File: src/include/fsbb_consts.svh
// Constants for the four-switch buck-boost gate sequencer
`ifndef FSBB_CONSTS_SVH
`define FSBB_CONSTS_SVH

`define CLK_NS           25
`define T_MIN_ON_NS      200
`define T_MIN_OFF_NS     230
`define PERIOD_CYC_DEF   100
`define DEAD_CYC_DEF     2
`define OVL_STEP_DEF     4
`define SYNC_W           13

`define ADDR_CTRL        8'h00
`define ADDR_STATUS      8'h04
`define CTRL_RESET       1'b0
`define CTRL_EN_BIT      0
`define ST_REGION_LSB    0
`define ST_COND_LSB      2
`define ST_REFRESH_BIT   5
`define ST_RVS_BIT       6
`define ST_RUN_BIT       7
`define ST_OVL_LSB       8
`define RESP_OKAY        2'h0
`define RESP_SLVERR      2'h2

`endif

File: src/include/fsbb_pkg.sv
// Types shared by the gate sequencer
package fsbb_pkg;

    typedef enum logic [1:0] {REG_BUCK, REG_BB, REG_BOOST} region_t;

    typedef enum logic [1:0] {PH_FIRST, PH_MID, PH_SECOND, PH_LAST} phase_t;

    typedef enum logic [2:0] {
        CM_CONT, CM_DISC_FWD, CM_DISC_REV, CM_HYB_FWD, CM_HYB_REV,
        CM_SKIP, CM_NONE
    } cond_t;

    typedef enum logic [1:0] {LEG_OFF, LEG_LOW, LEG_HIGH} leg_t;

endpackage : fsbb_pkg

File: src/verilog/input_sync.sv
// Two-flop synchroniser for a bundle of independent pin levels
`timescale 1ns/1ps
module input_sync #(
    parameter int WIDTH = 1
) (
    input  wire logic             aclk,
    input  wire logic             aresetn,
    input  wire logic [WIDTH-1:0] d,
    output logic      [WIDTH-1:0] q
);
    typedef struct packed {
        logic [WIDTH-1:0] meta;
        logic [WIDTH-1:0] sync;
    } sync_state_t;

    sync_state_t st_ff;
    sync_state_t nxt_st;

    // The first stage feeds only the second stage
    always_comb begin
        nxt_st      = st_ff;
        nxt_st.meta = d;
        nxt_st.sync = st_ff.meta;
    end

    always_ff @(posedge aclk) begin
        if (!aresetn) begin
            st_ff <= '0;
        end else begin
            st_ff <= nxt_st;
        end
    end

    assign q = st_ff.sync;

endmodule : input_sync

File: src/verilog/four_switch_buck_boost_sequencer.sv
// Gate sequencer for a four-switch buck-boost stage with AXI4-Lite regs
//
// Operation
// - Buck: output leg high, input low then high
// - Too-short buck bottom on-time enters buck-boost
// - Buck input bottom off-time kept above minimum
// - Buck-first buck-boost cycle: buck, mid, boost, end
// - Boost-first buck-boost cycle: boost, mid, buck, end
// - Boost: input leg high, output low then high
// - Boost bottom minimum on and off time, exit
// - Early soft-start: both tops never on together
// - Later soft-start: top overlap grows with ramp
// - Low bootstrap during soft-start: both bottoms refresh
// - Decode conduction mode from mode band, direction
// - Top mode band: forward pulse skipping only; code stops all switching in this band when reverse inhibit is low
// - Direction selects forward or reverse flow
// - Reverse inhibit low blocks all reverse flow
// - Reverse inhibit open drain, pulled on faults
// - Continuous mode: switches run at any control level
// - Unidirectional modes override opposite control demand
// - Forward discontinuous: low control stops flow
//
// Our own choices: the AXI4-Lite slave port and the address map.
`timescale 1ns/1ps
`include "fsbb_consts.svh"
module four_switch_buck_boost_sequencer import fsbb_pkg::*; #(
    parameter int PERIOD_CYC = `PERIOD_CYC_DEF,
    parameter int DEAD_CYC   = `DEAD_CYC_DEF,
    parameter int OVL_STEP   = `OVL_STEP_DEF
) (
    input  wire logic        aclk,
    input  wire logic        aresetn,
    input  wire logic        buck_current_comparator,
    input  wire logic        boost_current_comparator,
    input  wire logic        softstart_active,
    input  wire logic        softstart_above_first,
    input  wire logic [1:0]  bootstrap_low,
    input  wire logic [1:0]  mode_band,
    input  wire logic        direction_select,
    input  wire logic        control_high,
    input  wire logic        output_undervoltage_monitor,
    input  wire logic        input_overvoltage_monitor,
    input  wire logic        reverse_inhibit_n_i,
    output logic             reverse_inhibit_n_o,
    output logic             reverse_inhibit_n_oe,
    output logic             input_top_switch,
    output logic             input_bottom_switch,
    output logic             output_top_switch,
    output logic             output_bottom_switch,
    input  wire logic [7:0]  s_axi_awaddr,
    input  wire logic        s_axi_awvalid,
    output logic             s_axi_awready,
    input  wire logic [31:0] s_axi_wdata,
    input  wire logic [3:0]  s_axi_wstrb,
    input  wire logic        s_axi_wvalid,
    output logic             s_axi_wready,
    output logic [1:0]       s_axi_bresp,
    output logic             s_axi_bvalid,
    input  wire logic        s_axi_bready,
    input  wire logic [7:0]  s_axi_araddr,
    input  wire logic        s_axi_arvalid,
    output logic             s_axi_arready,
    output logic [31:0]      s_axi_rdata,
    output logic [1:0]       s_axi_rresp,
    output logic             s_axi_rvalid,
    input  wire logic        s_axi_rready
);
    localparam int MIN_ON_CYC  = (`T_MIN_ON_NS + `CLK_NS - 1) / `CLK_NS;
    localparam int MIN_OFF_CYC = (`T_MIN_OFF_NS + `CLK_NS - 1) / `CLK_NS;
    typedef logic [7:0] cnt_t;
    localparam cnt_t PER_C    = cnt_t'(PERIOD_CYC);
    localparam cnt_t LAST_C   = cnt_t'(PERIOD_CYC - 1);
    localparam cnt_t HALF_C   = cnt_t'(PERIOD_CYC / 2);
    localparam cnt_t OFF_AT_C = cnt_t'(PERIOD_CYC - MIN_OFF_CYC);
    localparam cnt_t MIN_ON_C = cnt_t'(MIN_ON_CYC);
    localparam cnt_t STEP_C   = cnt_t'(OVL_STEP);
    localparam cnt_t DEAD_C   = cnt_t'(DEAD_CYC);

    typedef struct packed {
        region_t          region;
        phase_t           phase;
        cond_t            cond;
        logic             boost_first;
        logic             short_first;
        logic             short_second;
        logic             refresh;
        logic             rvs_drive;
        logic             sw_enable;
        cnt_t             cyc;
        cnt_t             ovl_allow;
        cnt_t             ovl_cnt;
        logic [1:0]       top;
        logic [1:0]       bot;
        logic [1:0][7:0]  dead;
        logic [1:0][7:0]  bot_len;
        logic             aw_got;
        logic             w_got;
        logic [7:0]       awaddr;
        logic [31:0]      wdata;
        logic             wstrb0;
        logic             awready;
        logic             wready;
        logic             bvalid;
        logic [1:0]       bresp;
        logic             arready;
        logic             rvalid;
        logic [31:0]      rdata;
        logic [1:0]       rresp;
    } state_t;

    state_t st_ff;
    state_t nxt_st;

    logic [`SYNC_W-1:0] raw_pins;
    logic [`SYNC_W-1:0] syn;
    logic               buck_trip;
    logic               boost_trip;
    logic               ss_act;
    logic               ss_above;
    logic [1:0]         boot_low;
    logic [1:0]         band;
    logic               dir_fwd;
    logic               ctl_high;
    logic               uv_s;
    logic               ov_s;
    logic               rvs_ok;
    logic               run;

    assign raw_pins = {buck_current_comparator, boost_current_comparator,
                       softstart_active, softstart_above_first,
                       bootstrap_low, mode_band, direction_select,
                       control_high, output_undervoltage_monitor,
                       input_overvoltage_monitor, reverse_inhibit_n_i};

    input_sync #(.WIDTH(`SYNC_W)) u_sync (
        .aclk    (aclk),
        .aresetn (aresetn),
        .d       (raw_pins),
        .q       (syn)
    );

    assign {buck_trip, boost_trip, ss_act, ss_above, boot_low, band,
            dir_fwd, ctl_high, uv_s, ov_s, rvs_ok} = syn;

    // Direction permission comes from the registered mode decode
    always_comb begin
        unique case (st_ff.cond)
            CM_CONT:                         run = 1'b1;
            CM_DISC_FWD, CM_HYB_FWD, CM_SKIP: run = ctl_high;
            CM_DISC_REV, CM_HYB_REV:         run = !ctl_high;
            default:                         run = 1'b0;
        endcase
        run = run & st_ff.sw_enable;
    end

    always_comb begin
        leg_t   in_d;
        leg_t   out_d;
        leg_t   want;
        logic   in_ok;
        logic   out_ok;
        logic   force_off;
        nxt_st    = st_ff;
        in_d      = LEG_OFF;
        out_d     = LEG_OFF;
        want      = LEG_OFF;
        in_ok     = st_ff.bot_len[0] >= MIN_ON_C;
        out_ok    = st_ff.bot_len[1] >= MIN_ON_C;
        force_off = st_ff.cyc >= OFF_AT_C;
        nxt_st.cyc = (st_ff.cyc == LAST_C) ? '0 : st_ff.cyc + 8'h01;

        // Conduction mode decode
        unique case (band)
            2'h0: nxt_st.cond = rvs_ok ? CM_CONT : CM_DISC_FWD;
            2'h1: nxt_st.cond = dir_fwd ? CM_HYB_FWD :
                                (rvs_ok ? CM_HYB_REV : CM_NONE);
            2'h2: nxt_st.cond = dir_fwd ? CM_DISC_FWD :
                                (rvs_ok ? CM_DISC_REV : CM_NONE);
            2'h3: nxt_st.cond = rvs_ok ? CM_SKIP : CM_NONE;
        endcase
        nxt_st.rvs_drive = uv_s | ov_s;

        // Per-cycle switch sequence by region and phase
        unique case (st_ff.region)
            REG_BUCK: begin
                out_d = LEG_HIGH;
                if (st_ff.phase == PH_FIRST) begin
                    in_d = LEG_LOW;
                    if (buck_trip && !in_ok) nxt_st.short_first = 1'b1;
                    if ((buck_trip || force_off) && in_ok)
                        nxt_st.phase = PH_LAST;
                end else begin
                    in_d = LEG_HIGH;
                end
            end
            REG_BOOST: begin
                in_d = LEG_HIGH;
                if (st_ff.phase == PH_FIRST) begin
                    out_d = LEG_LOW;
                    if (boost_trip && !out_ok) nxt_st.short_first = 1'b1;
                    if ((boost_trip || force_off) && out_ok)
                        nxt_st.phase = PH_LAST;
                end else begin
                    out_d = LEG_HIGH;
                end
            end
            default: begin
                in_d  = LEG_HIGH;
                out_d = LEG_HIGH;
                unique case (st_ff.phase)
                    PH_FIRST: begin
                        if (!st_ff.boost_first) begin
                            in_d = LEG_LOW;
                            if (buck_trip) begin
                                nxt_st.phase = PH_MID;
                                if (!in_ok) nxt_st.short_first = 1'b1;
                            end
                        end else begin
                            out_d = LEG_LOW;
                            if (boost_trip) begin
                                nxt_st.phase = PH_MID;
                                if (!out_ok) nxt_st.short_first = 1'b1;
                            end
                        end
                    end
                    PH_MID: begin
                        if (st_ff.cyc >= HALF_C) nxt_st.phase = PH_SECOND;
                    end
                    PH_SECOND: begin
                        if (!st_ff.boost_first) begin
                            out_d = LEG_LOW;
                            if (boost_trip && !out_ok)
                                nxt_st.short_second = 1'b1;
                            if ((boost_trip && out_ok) || force_off)
                                nxt_st.phase = PH_LAST;
                        end else begin
                            in_d = LEG_LOW;
                            if (buck_trip && !in_ok)
                                nxt_st.short_second = 1'b1;
                            if ((buck_trip && in_ok) || force_off)
                                nxt_st.phase = PH_LAST;
                        end
                    end
                    PH_LAST: ;
                endcase
            end
        endcase

        // Region moves and soft-start bookkeeping at the cycle boundary
        if (st_ff.cyc == LAST_C) begin
            nxt_st.phase        = PH_FIRST;
            nxt_st.short_first  = 1'b0;
            nxt_st.short_second = 1'b0;
            nxt_st.refresh      = ss_act && (|boot_low);
            unique case (st_ff.region)
                REG_BUCK: if (st_ff.short_first) begin
                    nxt_st.region      = REG_BB;
                    nxt_st.boost_first = 1'b0;
                end
                REG_BOOST: if (st_ff.short_first) begin
                    nxt_st.region      = REG_BB;
                    nxt_st.boost_first = 1'b1;
                end
                default: begin
                    // A vanishing second half hands over to the pure region
                    if (st_ff.short_second)
                        nxt_st.region = st_ff.boost_first ? REG_BOOST
                                                          : REG_BUCK;
                    else if (st_ff.short_first)
                        nxt_st.boost_first = !st_ff.boost_first;
                end
            endcase
            if (!ss_act || !ss_above)
                nxt_st.ovl_allow = ss_act ? '0 : PER_C;
            else if (st_ff.ovl_allow >= PER_C - STEP_C)
                nxt_st.ovl_allow = PER_C;
            else
                nxt_st.ovl_allow = st_ff.ovl_allow + STEP_C;
        end

        // Soft-start limits on the both-tops interval
        if (in_d == LEG_HIGH && out_d == LEG_HIGH) begin
            nxt_st.ovl_cnt = (st_ff.ovl_cnt == PER_C) ? PER_C
                                                      : st_ff.ovl_cnt + 8'h01;
            if (ss_act && (!ss_above || st_ff.ovl_cnt >= st_ff.ovl_allow)) begin
                in_d  = LEG_OFF;
                out_d = LEG_OFF;
            end
        end else begin
            nxt_st.ovl_cnt = '0;
        end
        if (st_ff.refresh) begin
            in_d  = LEG_LOW;
            out_d = LEG_LOW;
        end
        if (!run) begin
            in_d  = LEG_OFF;
            out_d = LEG_OFF;
        end

        // Break-before-make per leg: index 0 input, 1 output
        for (int i = 0; i < 2; i++) begin
            want = (i == 0) ? in_d : out_d;
            if (want == LEG_OFF || (want == LEG_HIGH && st_ff.bot[i]) ||
                (want == LEG_LOW && st_ff.top[i])) begin
                nxt_st.top[i]  = 1'b0;
                nxt_st.bot[i]  = 1'b0;
                nxt_st.dead[i] = DEAD_C;
            end else if (!st_ff.top[i] && !st_ff.bot[i]) begin
                if (st_ff.dead[i] != '0) begin
                    nxt_st.dead[i] = st_ff.dead[i] - 8'h01;
                end else begin
                    nxt_st.top[i] = (want == LEG_HIGH);
                    nxt_st.bot[i] = (want == LEG_LOW);
                end
            end
            nxt_st.bot_len[i] = !nxt_st.bot[i] ? '0 :
                (st_ff.bot_len[i] == 8'hFF) ? 8'hFF : st_ff.bot_len[i] + 8'h01;
        end

        // AXI4-Lite write path
        if (s_axi_awvalid && st_ff.awready) begin
            nxt_st.aw_got = 1'b1;
            nxt_st.awaddr = s_axi_awaddr;
        end
        if (s_axi_wvalid && st_ff.wready) begin
            nxt_st.w_got  = 1'b1;
            nxt_st.wdata  = s_axi_wdata;
            nxt_st.wstrb0 = s_axi_wstrb[0];
        end
        if (st_ff.bvalid && s_axi_bready) nxt_st.bvalid = 1'b0;
        if (st_ff.aw_got && st_ff.w_got && !st_ff.bvalid) begin
            nxt_st.aw_got = 1'b0;
            nxt_st.w_got  = 1'b0;
            nxt_st.bvalid = 1'b1;
            nxt_st.bresp  = `RESP_OKAY;
            if (st_ff.awaddr == `ADDR_CTRL) begin
                if (st_ff.wstrb0)
                    nxt_st.sw_enable = st_ff.wdata[`CTRL_EN_BIT];
            end else if (st_ff.awaddr != `ADDR_STATUS) begin
                nxt_st.bresp = `RESP_SLVERR;
            end
        end
        nxt_st.awready = !nxt_st.aw_got && !nxt_st.bvalid;
        nxt_st.wready  = !nxt_st.w_got && !nxt_st.bvalid;

        // AXI4-Lite read path
        if (st_ff.rvalid && s_axi_rready) nxt_st.rvalid = 1'b0;
        if (s_axi_arvalid && st_ff.arready) begin
            nxt_st.rvalid = 1'b1;
            nxt_st.rresp  = `RESP_OKAY;
            nxt_st.rdata  = '0;
            if (s_axi_araddr == `ADDR_CTRL) begin
                nxt_st.rdata[`CTRL_EN_BIT] = st_ff.sw_enable;
            end else if (s_axi_araddr == `ADDR_STATUS) begin
                nxt_st.rdata[`ST_REGION_LSB +: 2] = st_ff.region;
                nxt_st.rdata[`ST_COND_LSB +: 3]   = st_ff.cond;
                nxt_st.rdata[`ST_REFRESH_BIT]     = st_ff.refresh;
                nxt_st.rdata[`ST_RVS_BIT]         = st_ff.rvs_drive;
                nxt_st.rdata[`ST_RUN_BIT]         = run;
                nxt_st.rdata[`ST_OVL_LSB +: 8]    = st_ff.ovl_allow;
            end else begin
                nxt_st.rresp = `RESP_SLVERR;
            end
        end
        nxt_st.arready = !nxt_st.rvalid;
    end

    always_ff @(posedge aclk) begin
        if (!aresetn) begin
            st_ff <= '0;
        end else begin
            st_ff <= nxt_st;
        end
    end

    assign input_top_switch     = st_ff.top[0];
    assign input_bottom_switch  = st_ff.bot[0];
    assign output_top_switch    = st_ff.top[1];
    assign output_bottom_switch = st_ff.bot[1];
    assign reverse_inhibit_n_oe = st_ff.rvs_drive;
    assign reverse_inhibit_n_o  = !st_ff.rvs_drive;
    assign s_axi_awready        = st_ff.awready;
    assign s_axi_wready         = st_ff.wready;
    assign s_axi_bvalid         = st_ff.bvalid;
    assign s_axi_bresp          = st_ff.bresp;
    assign s_axi_arready        = st_ff.arready;
    assign s_axi_rvalid         = st_ff.rvalid;
    assign s_axi_rdata          = st_ff.rdata;
    assign s_axi_rresp          = st_ff.rresp;

    a_input_leg_bbm: assert property (@(posedge aclk) disable iff (!aresetn)
        !(input_top_switch && input_bottom_switch) &&
        !($fell(input_bottom_switch) && $rose(input_top_switch)))
        else $error("input leg overlap or no dead time");
    a_output_leg_bbm: assert property (@(posedge aclk) disable iff (!aresetn)
        !(output_top_switch && output_bottom_switch) &&
        !($fell(output_top_switch) && $rose(output_bottom_switch)))
        else $error("output leg overlap or no dead time");
    a_buck_out_low: assert property (@(posedge aclk) disable iff (!aresetn)
        (st_ff.region == REG_BUCK && !st_ff.refresh) |=> !output_bottom_switch)
        else $error("output bottom on in buck region");
    a_boost_in_low: assert property (@(posedge aclk) disable iff (!aresetn)
        (st_ff.region == REG_BOOST && !st_ff.refresh) |=> !input_bottom_switch)
        else $error("input bottom on in boost region");
    a_ss_no_tops: assert property (@(posedge aclk) disable iff (!aresetn)
        (ss_act && !ss_above) |=> !(input_top_switch && output_top_switch))
        else $error("both tops on in early soft-start");
    a_refresh_bots: assert property (@(posedge aclk) disable iff (!aresetn)
        (st_ff.refresh && run) |=> !input_top_switch && !output_top_switch)
        else $error("top switch on during refresh");
    a_none_idle: assert property (@(posedge aclk) disable iff (!aresetn)
        (st_ff.cond == CM_NONE) |=> !input_top_switch && !input_bottom_switch
            && !output_top_switch && !output_bottom_switch)
        else $error("switching with no conduction allowed");
    a_rvs_pull: assert property (@(posedge aclk) disable iff (!aresetn)
        (uv_s || ov_s) |=> reverse_inhibit_n_oe && !reverse_inhibit_n_o)
        else $error("reverse inhibit not pulled on fault");
    a_buck_min_on: assert property (@(posedge aclk) disable iff (!aresetn)
        ($fell(input_bottom_switch) && $past(st_ff.region) == REG_BUCK &&
         $past(run) && !$past(ss_act)) |-> $past(st_ff.bot_len[0]) >= MIN_ON_C)
        else $error("buck bottom on-time below minimum");

endmodule : four_switch_buck_boost_sequencer

File: config.mk
export PLATFORM = sky130hd
export DESIGN_NAME = four_switch_buck_boost_sequencer
export DESIGN_NICKNAME = d
export VERILOG_FILES = /design/src/include/fsbb_pkg.sv /design/src/verilog/input_sync.sv /design/src/verilog/four_switch_buck_boost_sequencer.sv
export VERILOG_INCLUDE_DIRS = /design/src /design/src/include
export SDC_FILE = /design/constraint.sdc
export NUM_CORES = 1
export LEC_CHECK = 0
export BUFFER_PORTS_ARGS = -buffer_cell sky130_fd_sc_hd__buf_2
export CORE_ASPECT_RATIO = 0.75
export CORE_UTILIZATION = 59
export DETAILED_ROUTE_END_ITERATION = 16
export PLACE_DENSITY_LB_ADDON = 0.05
export SLEW_MARGIN = 30
export SYNTH_ARGS = -nofsm -noshare
export SYNTH_HDL_FRONTEND = slang
export SYNTH_SLANG_ARGS = --single-unit
File: constraint.sdc
create_clock -name aclk -period 5.4 [get_ports aclk]
set_clock_uncertainty 0.15 [all_clocks]
set_input_delay 0.27 -clock aclk [delete_from_list [all_inputs] [get_ports aclk]]
set_output_delay 0.27 -clock aclk [all_outputs]
set_load 0.02 [all_outputs]
# After elaboration in Yosys (flattened, before gate mapping)
# Cells that the tools add are included.
[word_totals]
ff_bits = 136
input_bits = 72
out_inout_bits = 47
wordCells = 277
[op_classes]
n_addsub = 7
n_lt_le_gt_ge = 6
eq_ne = 40
mux = 89
bitwise_logic = 7
n_reduce_logical = 91
[op_table]
columns = ["op", "count"]
rows = [
  ["$mux 2", 39],
  ["$mux 35", 1],
  ["$add 8x1->8 const B", 4],
  ["$mux 8", 4],
  ["$mux 1", 27],
  ["$logic_and 1x1->1", 24],
  ["$pmux 2 s2", 5],
  ["$reduce_and 2->1", 9],
  ["$eq 2x2->1 const B", 8],
  ["$eq 8x7->1 const B", 2],
  ["$eq 8x8->1 const B", 2],
  ["$ge 8x4->1 const B", 2],
  ["$ge 8x7->1 const B", 2],
  ["$logic_not 1->1", 16],
  ["$logic_not 8->1", 2],
  ["$mux 16", 1],
  ["$reduce_bool 8->1", 2],
  ["$sub 8x1->8 const B", 2],
  ["$mux 15", 1],
  ["$mux 7", 2],
  ["$mux 3", 4],
  ["$ne 2x2->1 const B", 6],
  ["$pmux 3 s4", 1],
  ["$reduce_bool 2->1", 6],
  ["33 further kinds", 68],
]

# Longest topological paths before layout
# Gate-level depths: netlist of run 1.
[depth]
word_depth = 14
ltp_mapped = 10
ltp_nobuf = 8

# Modules after synthesis
# A second synthesis of run 1 with hierarchy kept.
[hier_totals]
hier_cells = 688
area_unflattened_um2 = 6211.0
[modules_own_cells]
columns = ["mod", "n_inst", "cells_each", "area_per_inst_um2", "seq_area_each_um2"]
rows = [
  ["four_switch_buck_boost_sequencer", 1, 634, 5480.3, 2102.0],
  ["input_sync", 1, 54, 730.7, 520.5],
]

# Worst setup path before layout of run 1
# No wires, ideal clock.
[synth_timing]
path_kind = "reg-to-reg"
start = "register st_ff[153] (netlist name)"
end = "register st_ff[96] (netlist name)"
setup_ps = 117
arrival_time_ps = 2055
t_required_ps = 5133
setup_slack_ps = 3078
path_stages_with_launch = 11
path_buffers = 2
synth_period_minus_slack_ps = 2322
path_cell_list = "dfxtp_1 -> inv_1 -> ha_1 -> buf_2 -> mux2_2 -> a21oi_1 -> nor4b_1 -> a32oi_1 -> a31o_1 -> buf_2 -> nor2_1"
[synth_via]
elab_chain_cells = 14
word_cells_on_any_way = 25
cone_classes = "eq/ne: 5; mux: 12; reduce/logical: 8"
[synth_lines]
columns = ["element", "line", "source"]
rows = [
  ["from (decl)", "four_switch_buck_boost_sequencer.sv:111", "state_t st_ff;"],
  ["from (signal assigned)", "four_switch_buck_boost_sequencer.sv:373", "st_ff <= nxt_st;"],
  ["$eq 2x2->1 / $logic_not 2->1 (equally long branches)", "four_switch_buck_boost_sequencer.sv:210, four_switch_buck_boost_sequencer.sv:187, four_switch_buck_boost_sequencer.sv:198", ""],
  ["$pmux 2 s2 / $mux 2 (equally long branches)", "four_switch_buck_boost_sequencer.sv:210, four_switch_buck_boost_sequencer.sv:187, four_switch_buck_boost_sequencer.sv:198", ""],
  ["$pmux 2 s2", "four_switch_buck_boost_sequencer.sv:184", "unique case (st_ff.region)"],
  ["$eq 2x2->1", "four_switch_buck_boost_sequencer.sv:282", "if (in_d == LEG_HIGH && out_d == LEG_HIGH) begin"],
  ["$logic_and 1x1->1", "four_switch_buck_boost_sequencer.sv:282", ""],
  ["$mux 2 *", "four_switch_buck_boost_sequencer.sv:282", ""],
  ["$mux 2 *", "four_switch_buck_boost_sequencer.sv:292", "if (st_ff.refresh) begin"],
  ["$mux 2 *", "four_switch_buck_boost_sequencer.sv:296", "if (!run) begin"],
  ["$eq 2x2->1", "four_switch_buck_boost_sequencer.sv:304", "if (want == LEG_OFF || (want == LEG_HIGH && st_ff.bot[i]) ||"],
  ["$logic_and 1x1->1", "four_switch_buck_boost_sequencer.sv:304", ""],
  ["$logic_or 1x1->1 (2 in a row)", "four_switch_buck_boost_sequencer.sv:304", ""],
  ["$mux 1 *", "four_switch_buck_boost_sequencer.sv:304", ""],
  ["$reduce_and 2->1 (no line) *", "n/a", ""],
]
# Every way passes the cells marked *; elsewhere a longest branch is shown, timed or not.
# A chain may end at the register's enable or synchronous reset.

# Worst setup path after layout of run 1
[layout_timing]
start = "register st_ff[153] (netlist name)"
end = "register st_ff[99] (netlist name)"
# Same word-level chain as after synthesis.

==> impl_metrics.tcl, run 1 <==
set metrics [dict create \
    layoutNonFillerInstCount 904 \
    grt_util_all_layers_pct 23.8 \
    clock_latency_ns 0.42 \
    clk_pin_slew_ns 0.06 \
    routed_via_count 4867 \
    portBuffers 66 \
    synth.top_cell.area_share_pct 44.0 \
    power_frac_comb_pct 5.2 \
    slew_headroom_pct 48.7 \
    antenna_found_initial 0 \
    finalSetupTns_ns 0 \
    synth_seq_cells 131 \
    internal-power_mw 1.74 \
    ys.flop_type "sky130_fd_sc_hd__dfxtp_1" \
    crit_path_cell_trace "inv_1, ha_1, a21oi_1, o311ai_1, a32oi_1, a31o_1, nor2_1" \
    tritoncts.num_buffers 17 \
    detailedRoute.firstPassIterationCount 5 \
    clock_tree.root_cell "sky130_fd_sc_hd__clkbuf_16" \
    postPlaceCellArea_um2 6180 \
    start_util_pct 61.2 \
    crit_buf_inv 1 \
    peak_vdd_ir_mv 0.199 \
    fmaxAchievable_mhz 353 \
    totalWireLength_mm 12.1 \
    p_clk_share_pct 50.4 \
    post-route-cell-area_um2 7040 \
    worstSetupEndpointType "flop" \
    detail_route.vias_per_cell 5.38 \
    post_cts.resized_instances 0 \
    worst_slack_ns 2.57 \
    post_cts.repair.setup_buffers 0 \
    final_util_pct 72.3 \
    worstMarginPinSlew_ns 0.769 \
    asyncSetResetFlopFracSynth_pct 0 \
    critPathArrivalTime_ns 2.97 \
    yosys.cell_count.top_type "sky130_fd_sc_hd__dfxtp_1" \
    slew_violations 0 \
    grt_first_pass_wirelength_mm 19.8 \
    worstHoldEndpoint "s_axi_rresp[1]" \
    num_antenna_cells 0 \
    cp.required_ns 5.54 \
    finalWeightedCongestion 0.804 \
    detail_route.wl_per_cell_um 13.4 \
    clk_path_buf_depth 2 \
    rr_endpoint "st_ff[99]" \
    cts_sinks 131 \
    setup_viol_count_final 0 \
    min_path_type "in2reg" \
    power_density_nw_per_um2 321 \
    core_area_um2 9740 \
    post-route-min-period_ns 2.83 \
    slowest_stage "sky130_fd_sc_hd__a32oi_1" \
    yosysWarnings 0 \
    holdWs_ns 0.0294 \
    place_worst_setup_slack_ns 2.56 \
    criticalPathCategory "reg2reg" \
    synth_edf_count 0 \
    area_of_the_mapped_netlist_um2 5960 \
    first_iter_violations 295 \
    p_r_area_growth_vs_syn_pct 18.1 \
    h-tree-depth 4 \
    switching_share_pct 23.2 \
    vias_in_the_first_global_route 4403 \
    hold_start "s_axi_arvalid" \
    synthTopCellsByArea "sky130_fd_sc_hd__dfxtp_1 (44%), sky130_fd_sc_hd__nor2_1 (5.3%), sky130_fd_sc_hd__ha_1 (5.2%)" \
    synth_area_per_cell_um2 8.70 \
    max_fanout_on_critical_path 13 \
    start_kind "flop" \
    finalCritPeriodShare_pct 52.5 \
    leakagePower_nw 2.87 \
    cts_tree "built" \
    nets 856 \
    fin_total_pwr_mw 2.26 \
    placedCellCount 846 \
    chipHeight_um 89.0 \
    status "completed" \
    floorplan.die_area_um2 10500 \
    critical_path.max_stage_delay_ns 0.71 \
    cts-hold-fix-buffers 26 \
    rsz_0062_raised_after_global_routing "false" \
    synth_cell_types 62 \
    yosysTopAreaCell "sky130_fd_sc_hd__dfxtp_1" \
    timing.rr.start "st_ff[153]" \
    boundaryPins 119 \
    synth_cells 685 \
    rr_worst_depth 7 \
    dp_hpwl_mm 8.10 \
    power.switching_mw 0.525 \
    std_cell_rows 31 \
    synth_common_cells "sky130_fd_sc_hd__dfxtp_1 (131), sky130_fd_sc_hd__nor2_1 (84), sky130_fd_sc_hd__nand2_1 (51)" \
    maxCapViolCount 0 \
    grt_start_max_net_pins 45 \
    ys_seq_area_share_pct 44.0 \
    die-width_um 118 \
    setup.reg_to_reg.worst_slack_ns 2.57 \
    path_delay_family "compound AO/OA/AOI/OAI gates" \
    grt_remaining_overflow 0 \
    drc 0 \
    seq_power_share_pct 44.4 \
    route.antenna.remaining_nets 0 \
    hold_viol 0 \
    worstHoldPathCells 3 \
    share_of_final_layout_standard_cells_stronger_than_drive_strength_1_pct 15.4 \
]
[power groups by stage]
stage               clock (mW)  combinational (mW)  sequential (mW)
global placement             0              0.0991             1.02
floorplan                    0              0.0820             1.02
detailed placement           0               0.102             1.03
finish                    1.14               0.117             1.01
global route              1.20               0.130             1.01
CTS                       1.15               0.117             1.01
[cell usage in the layout, fill, tap and decap left out, types with 17 or more instances in the layout]
cell type	synthesis	routed
sky130_fd_sc_hd__and2_1	28	28
sky130_fd_sc_hd__a21oi_1	49	49
sky130_fd_sc_hd__dfxtp_1	131	131
sky130_fd_sc_hd__dlygate4sd3_1	0	26
sky130_fd_sc_hd__buf_2	6	66
sky130_fd_sc_hd__nand3_1	43	43
sky130_fd_sc_hd__conb_1	1	18
sky130_fd_sc_hd__clkbuf_16	0	17
sky130_fd_sc_hd__inv_1	35	35
sky130_fd_sc_hd__nor2_1	84	84
sky130_fd_sc_hd__nand2_1	51	51
sky130_fd_sc_hd__ha_1	25	25
[sequential cells by signal (all words and copies together) (netlist names)]
register	count
s_axi_bresp	1
input_bottom_switch	1
s_axi_bvalid	1
s_axi_arready	1
output_bottom_switch	1
input_top_switch	1
s_axi_rdata	15
s_axi_awready	1
st_ff	78
s_axi_rresp	1
s_axi_rvalid	1
u_sync.q	13
reverse_inhibit_n_oe	1
output_top_switch	1
s_axi_wready	1
u_sync.nxt_st	13
[worst max-delay path by stage]
stage           endpoint       start  slack, ns  cells after the start
4_1_cts        st_ff[99]  st_ff[153]       2.55                      8
3_5_place_dp   st_ff[99]  st_ff[153]       2.56                      8
5_1_grt        st_ff[99]  st_ff[153]       2.33                      7
3_3_place_gp   st_ff[96]  st_ff[153]       2.68                      8
2_1_floorplan  st_ff[96]  st_ff[153]       3.08                     10
6_report       st_ff[99]  st_ff[153]       2.57                      7
[worst register-to-register path: stages, from the launching register on]
cell and delay [ns]:
sky130_fd_sc_hd__dfxtp_1 0.39, sky130_fd_sc_hd__inv_1 0.10, sky130_fd_sc_hd__ha_1 0.36, sky130_fd_sc_hd__a21oi_1 0.28
sky130_fd_sc_hd__o311ai_1 0.22, sky130_fd_sc_hd__a32oi_1 0.71, sky130_fd_sc_hd__a31o_1 0.41, sky130_fd_sc_hd__nor2_1 0.09
[layout make-up]
type	instances	area (um^2)
clock inverter	14	155
tap	132	165
timing repair buffer	95	613
inverter	35	131
clock buffer	18	439
fill	760	2700
multi-input combinational	479	2910
sequential	131	2620
[layer usage]
layer  global-route usage [%]  vias up  routed length, um  part of all wire, %
li1                         -     2461                  -                    -
met1                     29.2     2252               5810                   48
met2                     39.5      126               5600                   46
met3                     5.80       28                464                  3.8
met4                     13.2        0                272                  2.2
met5                        0        -                  0                    0
[cell families (layout without fill, tap and decap cells)]
logic type	Yosys count	count (layout)	share of synthesized area, %
multiplexers	8	8	1.41
buffers and inverters	92	162	8.19
AO/OA/AOI/OAI	114	114	12.3
adder cells (fa/ha/maj)	25	25	5.25
other	1	18	0.0629
flip-flops	131	131	44.0
AND/OR/NAND/NOR	285	285	24.5
XOR/XNOR	29	29	4.26
(Power assumes the default switching activity.)
==> run 2: changes to the inputs <==
Settings changed: CORE_UTILIZATION 59 to 55.
Clock period 5.4 ns to 2.9 ns, I/O delays scaled along.
==> impl_metrics.tcl, run 2 (same netlist as run 1, synthesis figures left out) <==
set metrics [dict create \
    num_antenna_cells 0 \
    rr_endpoint "st_ff[91]" \
    start_util_pct 57.2 \
    detailedRoute.firstPassIterationCount 5 \
    grt_remaining_overflow 0 \
    post-route-min-period_ns 2.54 \
    vias_in_the_first_global_route 4537 \
    timing.rr.start "st_ff[133]" \
    post_cts.resized_instances 0 \
    finalWeightedCongestion 0.829 \
    finalSetupTns_ns 0 \
    drc 0 \
    largest_register_ffs 78 \
    chipHeight_um 92.1 \
    std_cell_rows 32 \
    core_area_um2 10400 \
    setup_viol_count_final 0 \
    fin_total_pwr_mw 4.22 \
    portBuffers 66 \
    clk_pin_slew_ns 0.06 \
    cts_tree "built" \
    worstHoldEndpoint "s_axi_rresp[1]" \
    route.antenna.remaining_nets 0 \
    antenna_found_initial 0 \
    slowest_stage "sky130_fd_sc_hd__o311a_1" \
    maxCapViolCount 0 \
    clk_path_buf_depth 2 \
    floorplan.die_area_um2 11300 \
    fmaxAchievable_mhz 393 \
    h-tree-depth 4 \
    worstHoldPathCells 4 \
    rsz_0062_raised_after_global_routing "false" \
    clock_tree.root_cell "sky130_fd_sc_hd__clkbuf_16" \
    die-width_um 122 \
    mostFrequentLayoutCell "sky130_fd_sc_hd__dfxtp_1" \
    grt_util_all_layers_pct 23.4 \
    cp.required_ns 3.04 \
    layout_common_cells "sky130_fd_sc_hd__dfxtp_1 (131), sky130_fd_sc_hd__nor2_1 (84), sky130_fd_sc_hd__buf_2 (66), sky130_fd_sc_hd__nand2_1 (51), sky130_fd_sc_hd__a21oi_1 (49)" \
    crit_buf_inv 1 \
    criticalPathCategory "reg2reg" \
    first_iter_violations 256 \
    dp_hpwl_mm 8.18 \
    grt_first_pass_wirelength_mm 20.7 \
    detail_route.vias_per_cell 5.28 \
    nets 877 \
    hold_start "s_axi_araddr[0]" \
    grt_start_max_net_pins 42 \
    holdWs_ns 0.0222 \
    power_density_nw_per_um2 583 \
    clock_latency_ns 0.41 \
    share_of_final_layout_standard_cells_stronger_than_drive_strength_1_pct 15.5 \
    rr_worst_depth 8 \
    routed_via_count 4908 \
    start_kind "flop" \
    detail_route.wl_per_cell_um 13.6 \
    crit_path_cell_trace "inv_1, ha_1, nand4_1, nand3b_1, o311a_1, o31a_2, o211ai_2, nor3_1" \
    max_fanout_on_critical_path 9 \
    critical_path.max_stage_delay_ns 0.46 \
    worstMarginPinSlew_ns 0.644 \
    slew_headroom_pct 56.9 \
    critPathArrivalTime_ns 2.68 \
    register_with_the_highest_flop_count "st_ff" \
    path_delay_family "compound AO/OA/AOI/OAI gates" \
    leakagePower_nw 2.96 \
    setup.reg_to_reg.worst_slack_ns 0.36 \
    p_r_area_growth_vs_syn_pct 21.5 \
    tritoncts.num_buffers 17 \
    status "completed" \
    peak_vdd_ir_mv 0.416 \
    slew_violations 0 \
    worstSetupEndpointType "flop" \
    finalCritPeriodShare_pct 87.7 \
    boundaryPins 119 \
    hold_viol 0 \
    cts_sinks 131 \
    min_path_type "in2reg" \
    totalWireLength_mm 12.6 \
]
## run 2: cell count changes in the layout (fill, tap and decap cells not counted), sizes merged
cell / delta
dlygate4sd3: +17
inv: +6
buf: +4
clkinvlp: -4
bufinv: -1
clkbuf: -1
## run 2: final cells by class
class	count	area (um^2)
fill	817	3170
multi-input combinational	479	2910
sequential	131	2620
timing repair buffer	116	813
clock buffer	17	425
tap	136	170
clock inverter	15	166
inverter	35	131
## run 2: power by group
part | total (mW) | switching, mW | leakage, nW | internal (mW)
clock | 2.11 | 0.886 | 0.288 | 1.22
sequential | 1.87 | 0.0309 | 1.07 | 1.84
combinational | 0.238 | 0.125 | 1.61 | 0.112
## run 2: worst reg2reg max path: stages, from the launching register on
cell and delay [ns]:
sky130_fd_sc_hd__dfxtp_1 0.39, sky130_fd_sc_hd__inv_1 0.09, sky130_fd_sc_hd__ha_1 0.30, sky130_fd_sc_hd__nand4_1 0.10, sky130_fd_sc_hd__nand3b_1 0.10, sky130_fd_sc_hd__o311a_1 0.46
sky130_fd_sc_hd__o31a_2 0.36, sky130_fd_sc_hd__o211ai_2 0.35, sky130_fd_sc_hd__nor3_1 0.11
## run 2: worst max-delay path by stage
stage	startpoint	endpoint	slack (ns)	cells after the start
after CTS	st_ff[133]	st_ff[91]	0.37	8
after floorplan	st_ff[153]	st_ff[96]	0.58	10
after global placement	st_ff[133]	st_ff[91]	0.40	8
after global routing	st_ff[153]	st_ff[100]	0.16	7
after detailed placement	st_ff[133]	st_ff[91]	0.39	8
final	st_ff[133]	st_ff[91]	0.36	8
## run 2: metrics by stage
stage / cells / util (%) / setup slack (ns) / cell area (um^2)
after floorplan: 702 / - / 0.578 / 6020
after global placement: 854 / 59.7 / 0.398 / 6220
after detailed placement: 854 / 59.7 / 0.386 / 6220
after CTS: 929 / 69.6 / 0.370 / 7240
after global routing: 929 / 69.6 / 0.157 / 7240
final: 929 / 69.6 / 0.356 / 7240
## run 2: what timing repair did
action	4_1_cts	5_1_grt
hold buffers	43	0
hold endpoints to repair	32	0
buffers inserted	0	0
## run 2: per-layer routing
| layer | GRT usage (%) | vias to the layer above | share of wire [%] |
|---|---|---|---|
| li1 | - | 2504 | - |
| met5 | 0 | - | 0 |
| met2 | 38.1 | 126 | 47 |
| met1 | 29.9 | 2259 | 48 |
| met4 | 8.94 | 0 | 1.3 |
| met3 | 5.41 | 19 | 4.2 |
==> run 3: changes to the inputs <==
Settings changed: MAX_ROUTING_LAYER set to met4.
==> impl_metrics.tcl, run 3 (same netlist as run 1, synthesis figures left out) <==
set metrics [dict create \
    status "completed" \
    routed_via_count 4899 \
    grt_util_all_layers_pct 24.1 \
    h-tree-depth 4 \
    cp.required_ns 3.04 \
    start_util_pct 57.2 \
    cts_sinks 131 \
    chipHeight_um 92.1 \
    post_cts.resized_instances 0 \
    tritoncts.num_buffers 17 \
    clk_pin_slew_ns 0.06 \
    timing.rr.start "st_ff[133]" \
    die-width_um 122 \
    wl_met3_um 558 \
    post-route-min-period_ns 2.54 \
    cts_tree "built" \
    hold_start "s_axi_araddr[0]" \
    totalWireLength_mm 12.6 \
    rr_worst_depth 8 \
    power_density_nw_per_um2 583 \
    clock_tree.root_cell "sky130_fd_sc_hd__clkbuf_16" \
    detail_route.wl_per_cell_um 13.5 \
    slew_headroom_pct 55.8 \
    final_util_pct 69.6 \
    final.fill_count 817 \
    slew_violations 0 \
    detailedRoute.firstPassIterationCount 5 \
    setup_viol_count_final 0 \
    largest_register_ffs 78 \
    worstHoldPathCells 4 \
    dp_hpwl_mm 8.18 \
    vias_in_the_first_global_route 4533 \
    std_cell_rows 32 \
    portBuffers 66 \
    num_antenna_cells 0 \
    critPathArrivalTime_ns 2.68 \
    setup.reg_to_reg.worst_slack_ns 0.36 \
    holdWs_ns 0.0228 \
    fmaxAchievable_mhz 394 \
    cts-hold-fix-buffers 43 \
    detail_route.vias_per_cell 5.27 \
    route.layer.met1.wl_mm 5.99 \
    finalWeightedCongestion 0.842 \
    finalSetupTns_ns 0 \
    highest_layer "met4" \
    route.antenna.remaining_nets 0 \
    finalCritPeriodShare_pct 87.6 \
    share_of_final_layout_standard_cells_stronger_than_drive_strength_1_pct 15.5 \
    nets 877 \
    grt_remaining_overflow 0 \
    hold_viol 0 \
    post_cts.repair.setup_buffers 0 \
    drc 0 \
    core_area_um2 10400 \
    rr_endpoint "st_ff[91]" \
    grt_first_pass_wirelength_mm 20.7 \
    clock_latency_ns 0.42 \
    placedCellCount 854 \
    p_r_area_growth_vs_syn_pct 21.5 \
    max_fanout_on_critical_path 9 \
    grt_start_max_net_pins 42 \
    criticalPathCategory "reg2reg" \
    rsz_0062_raised_after_global_routing "false" \
    timing.critical_path.from "st_ff[133]" \
    antenna_found_initial 0 \
    start_kind "flop" \
    register_with_the_highest_flop_count "st_ff" \
    min_path_type "in2reg" \
    mostFrequentLayoutCell "sky130_fd_sc_hd__dfxtp_1" \
    first_iter_violations 221 \
    layoutNonFillerInstCount 929 \
    clk_path_buf_depth 2 \
    leakagePower_nw 2.96 \
    peak_vdd_ir_mv 0.417 \
    route.met2.wl_mm 5.85 \
    floorplan.die_area_um2 11300 \
    worstHoldEndpoint "s_axi_rresp[1]" \
    worstMarginPinSlew_ns 0.661 \
    boundaryPins 119 \
    worstSetupEndpointType "flop" \
    layout_common_cells "sky130_fd_sc_hd__dfxtp_1 (131), sky130_fd_sc_hd__nor2_1 (84), sky130_fd_sc_hd__buf_2 (66), sky130_fd_sc_hd__nand2_1 (51), sky130_fd_sc_hd__a21oi_1 (49)" \
    maxCapViolCount 0 \
]
-- run 3: worst max path at each step --
stage	to	slack, ns	depth (start not counted)
finish	st_ff[91]	0.36	8
global route	st_ff[100]	0.16	7
CTS	st_ff[91]	0.37	8
detailed placement	st_ff[91]	0.39	8
global placement	st_ff[91]	0.40	8
floorplan	st_ff[96]	0.58	10
-- run 3: final cells by class --
| type | instances | area, um^2 | share of cell area [%] |
|---|---|---|---|
| multi-input combinational | 479 | 2910 | 40.2 |
| sequential | 131 | 2620 | 36.2 |
| timing repair buffer | 116 | 813 | 11.2 |
| clock buffer | 17 | 425 | 5.88 |
| tap | 136 | 170 | 2.35 |
| clock inverter | 15 | 166 | 2.30 |
| inverter | 35 | 131 | 1.81 |
-- run 3: stage by stage --
step | setup slack, ns | instance area (um^2) | total power, mW
finish | 0.359 | 7240 | 4.22
global route | 0.156 | 7240 | 4.37
CTS | 0.370 | 7240 | 4.25
detailed placement | 0.386 | 6220 | 2.10
global placement | 0.398 | 6220 | 2.10
floorplan | 0.578 | 6020 | 2.06
-- run 3: layer usage --
metal | up-vias | global-route usage (%)
met5 | - | -
met4 | 0 | 8.94
met3 | 19 | 5.41
met2 | 119 | 38.1
met1 | 2258 | 30.0
li1 | 2503 | -
-- run 3: where the power goes --
part	internal, mW	switching [mW]
logic	0.112	0.126
clock network	1.22	0.889
registers	1.84	0.0309
-- run 3: worst max-delay path, cell delays in order, from the launching register on --
cell	delay [ns]
sky130_fd_sc_hd__dfxtp_1	0.39
sky130_fd_sc_hd__inv_1	0.09
sky130_fd_sc_hd__ha_1	0.30
sky130_fd_sc_hd__nand4_1	0.10
sky130_fd_sc_hd__nand3b_1	0.10
sky130_fd_sc_hd__o311a_1	0.46
sky130_fd_sc_hd__o31a_2	0.36
sky130_fd_sc_hd__o211ai_2	0.35
sky130_fd_sc_hd__nor3_1	0.11
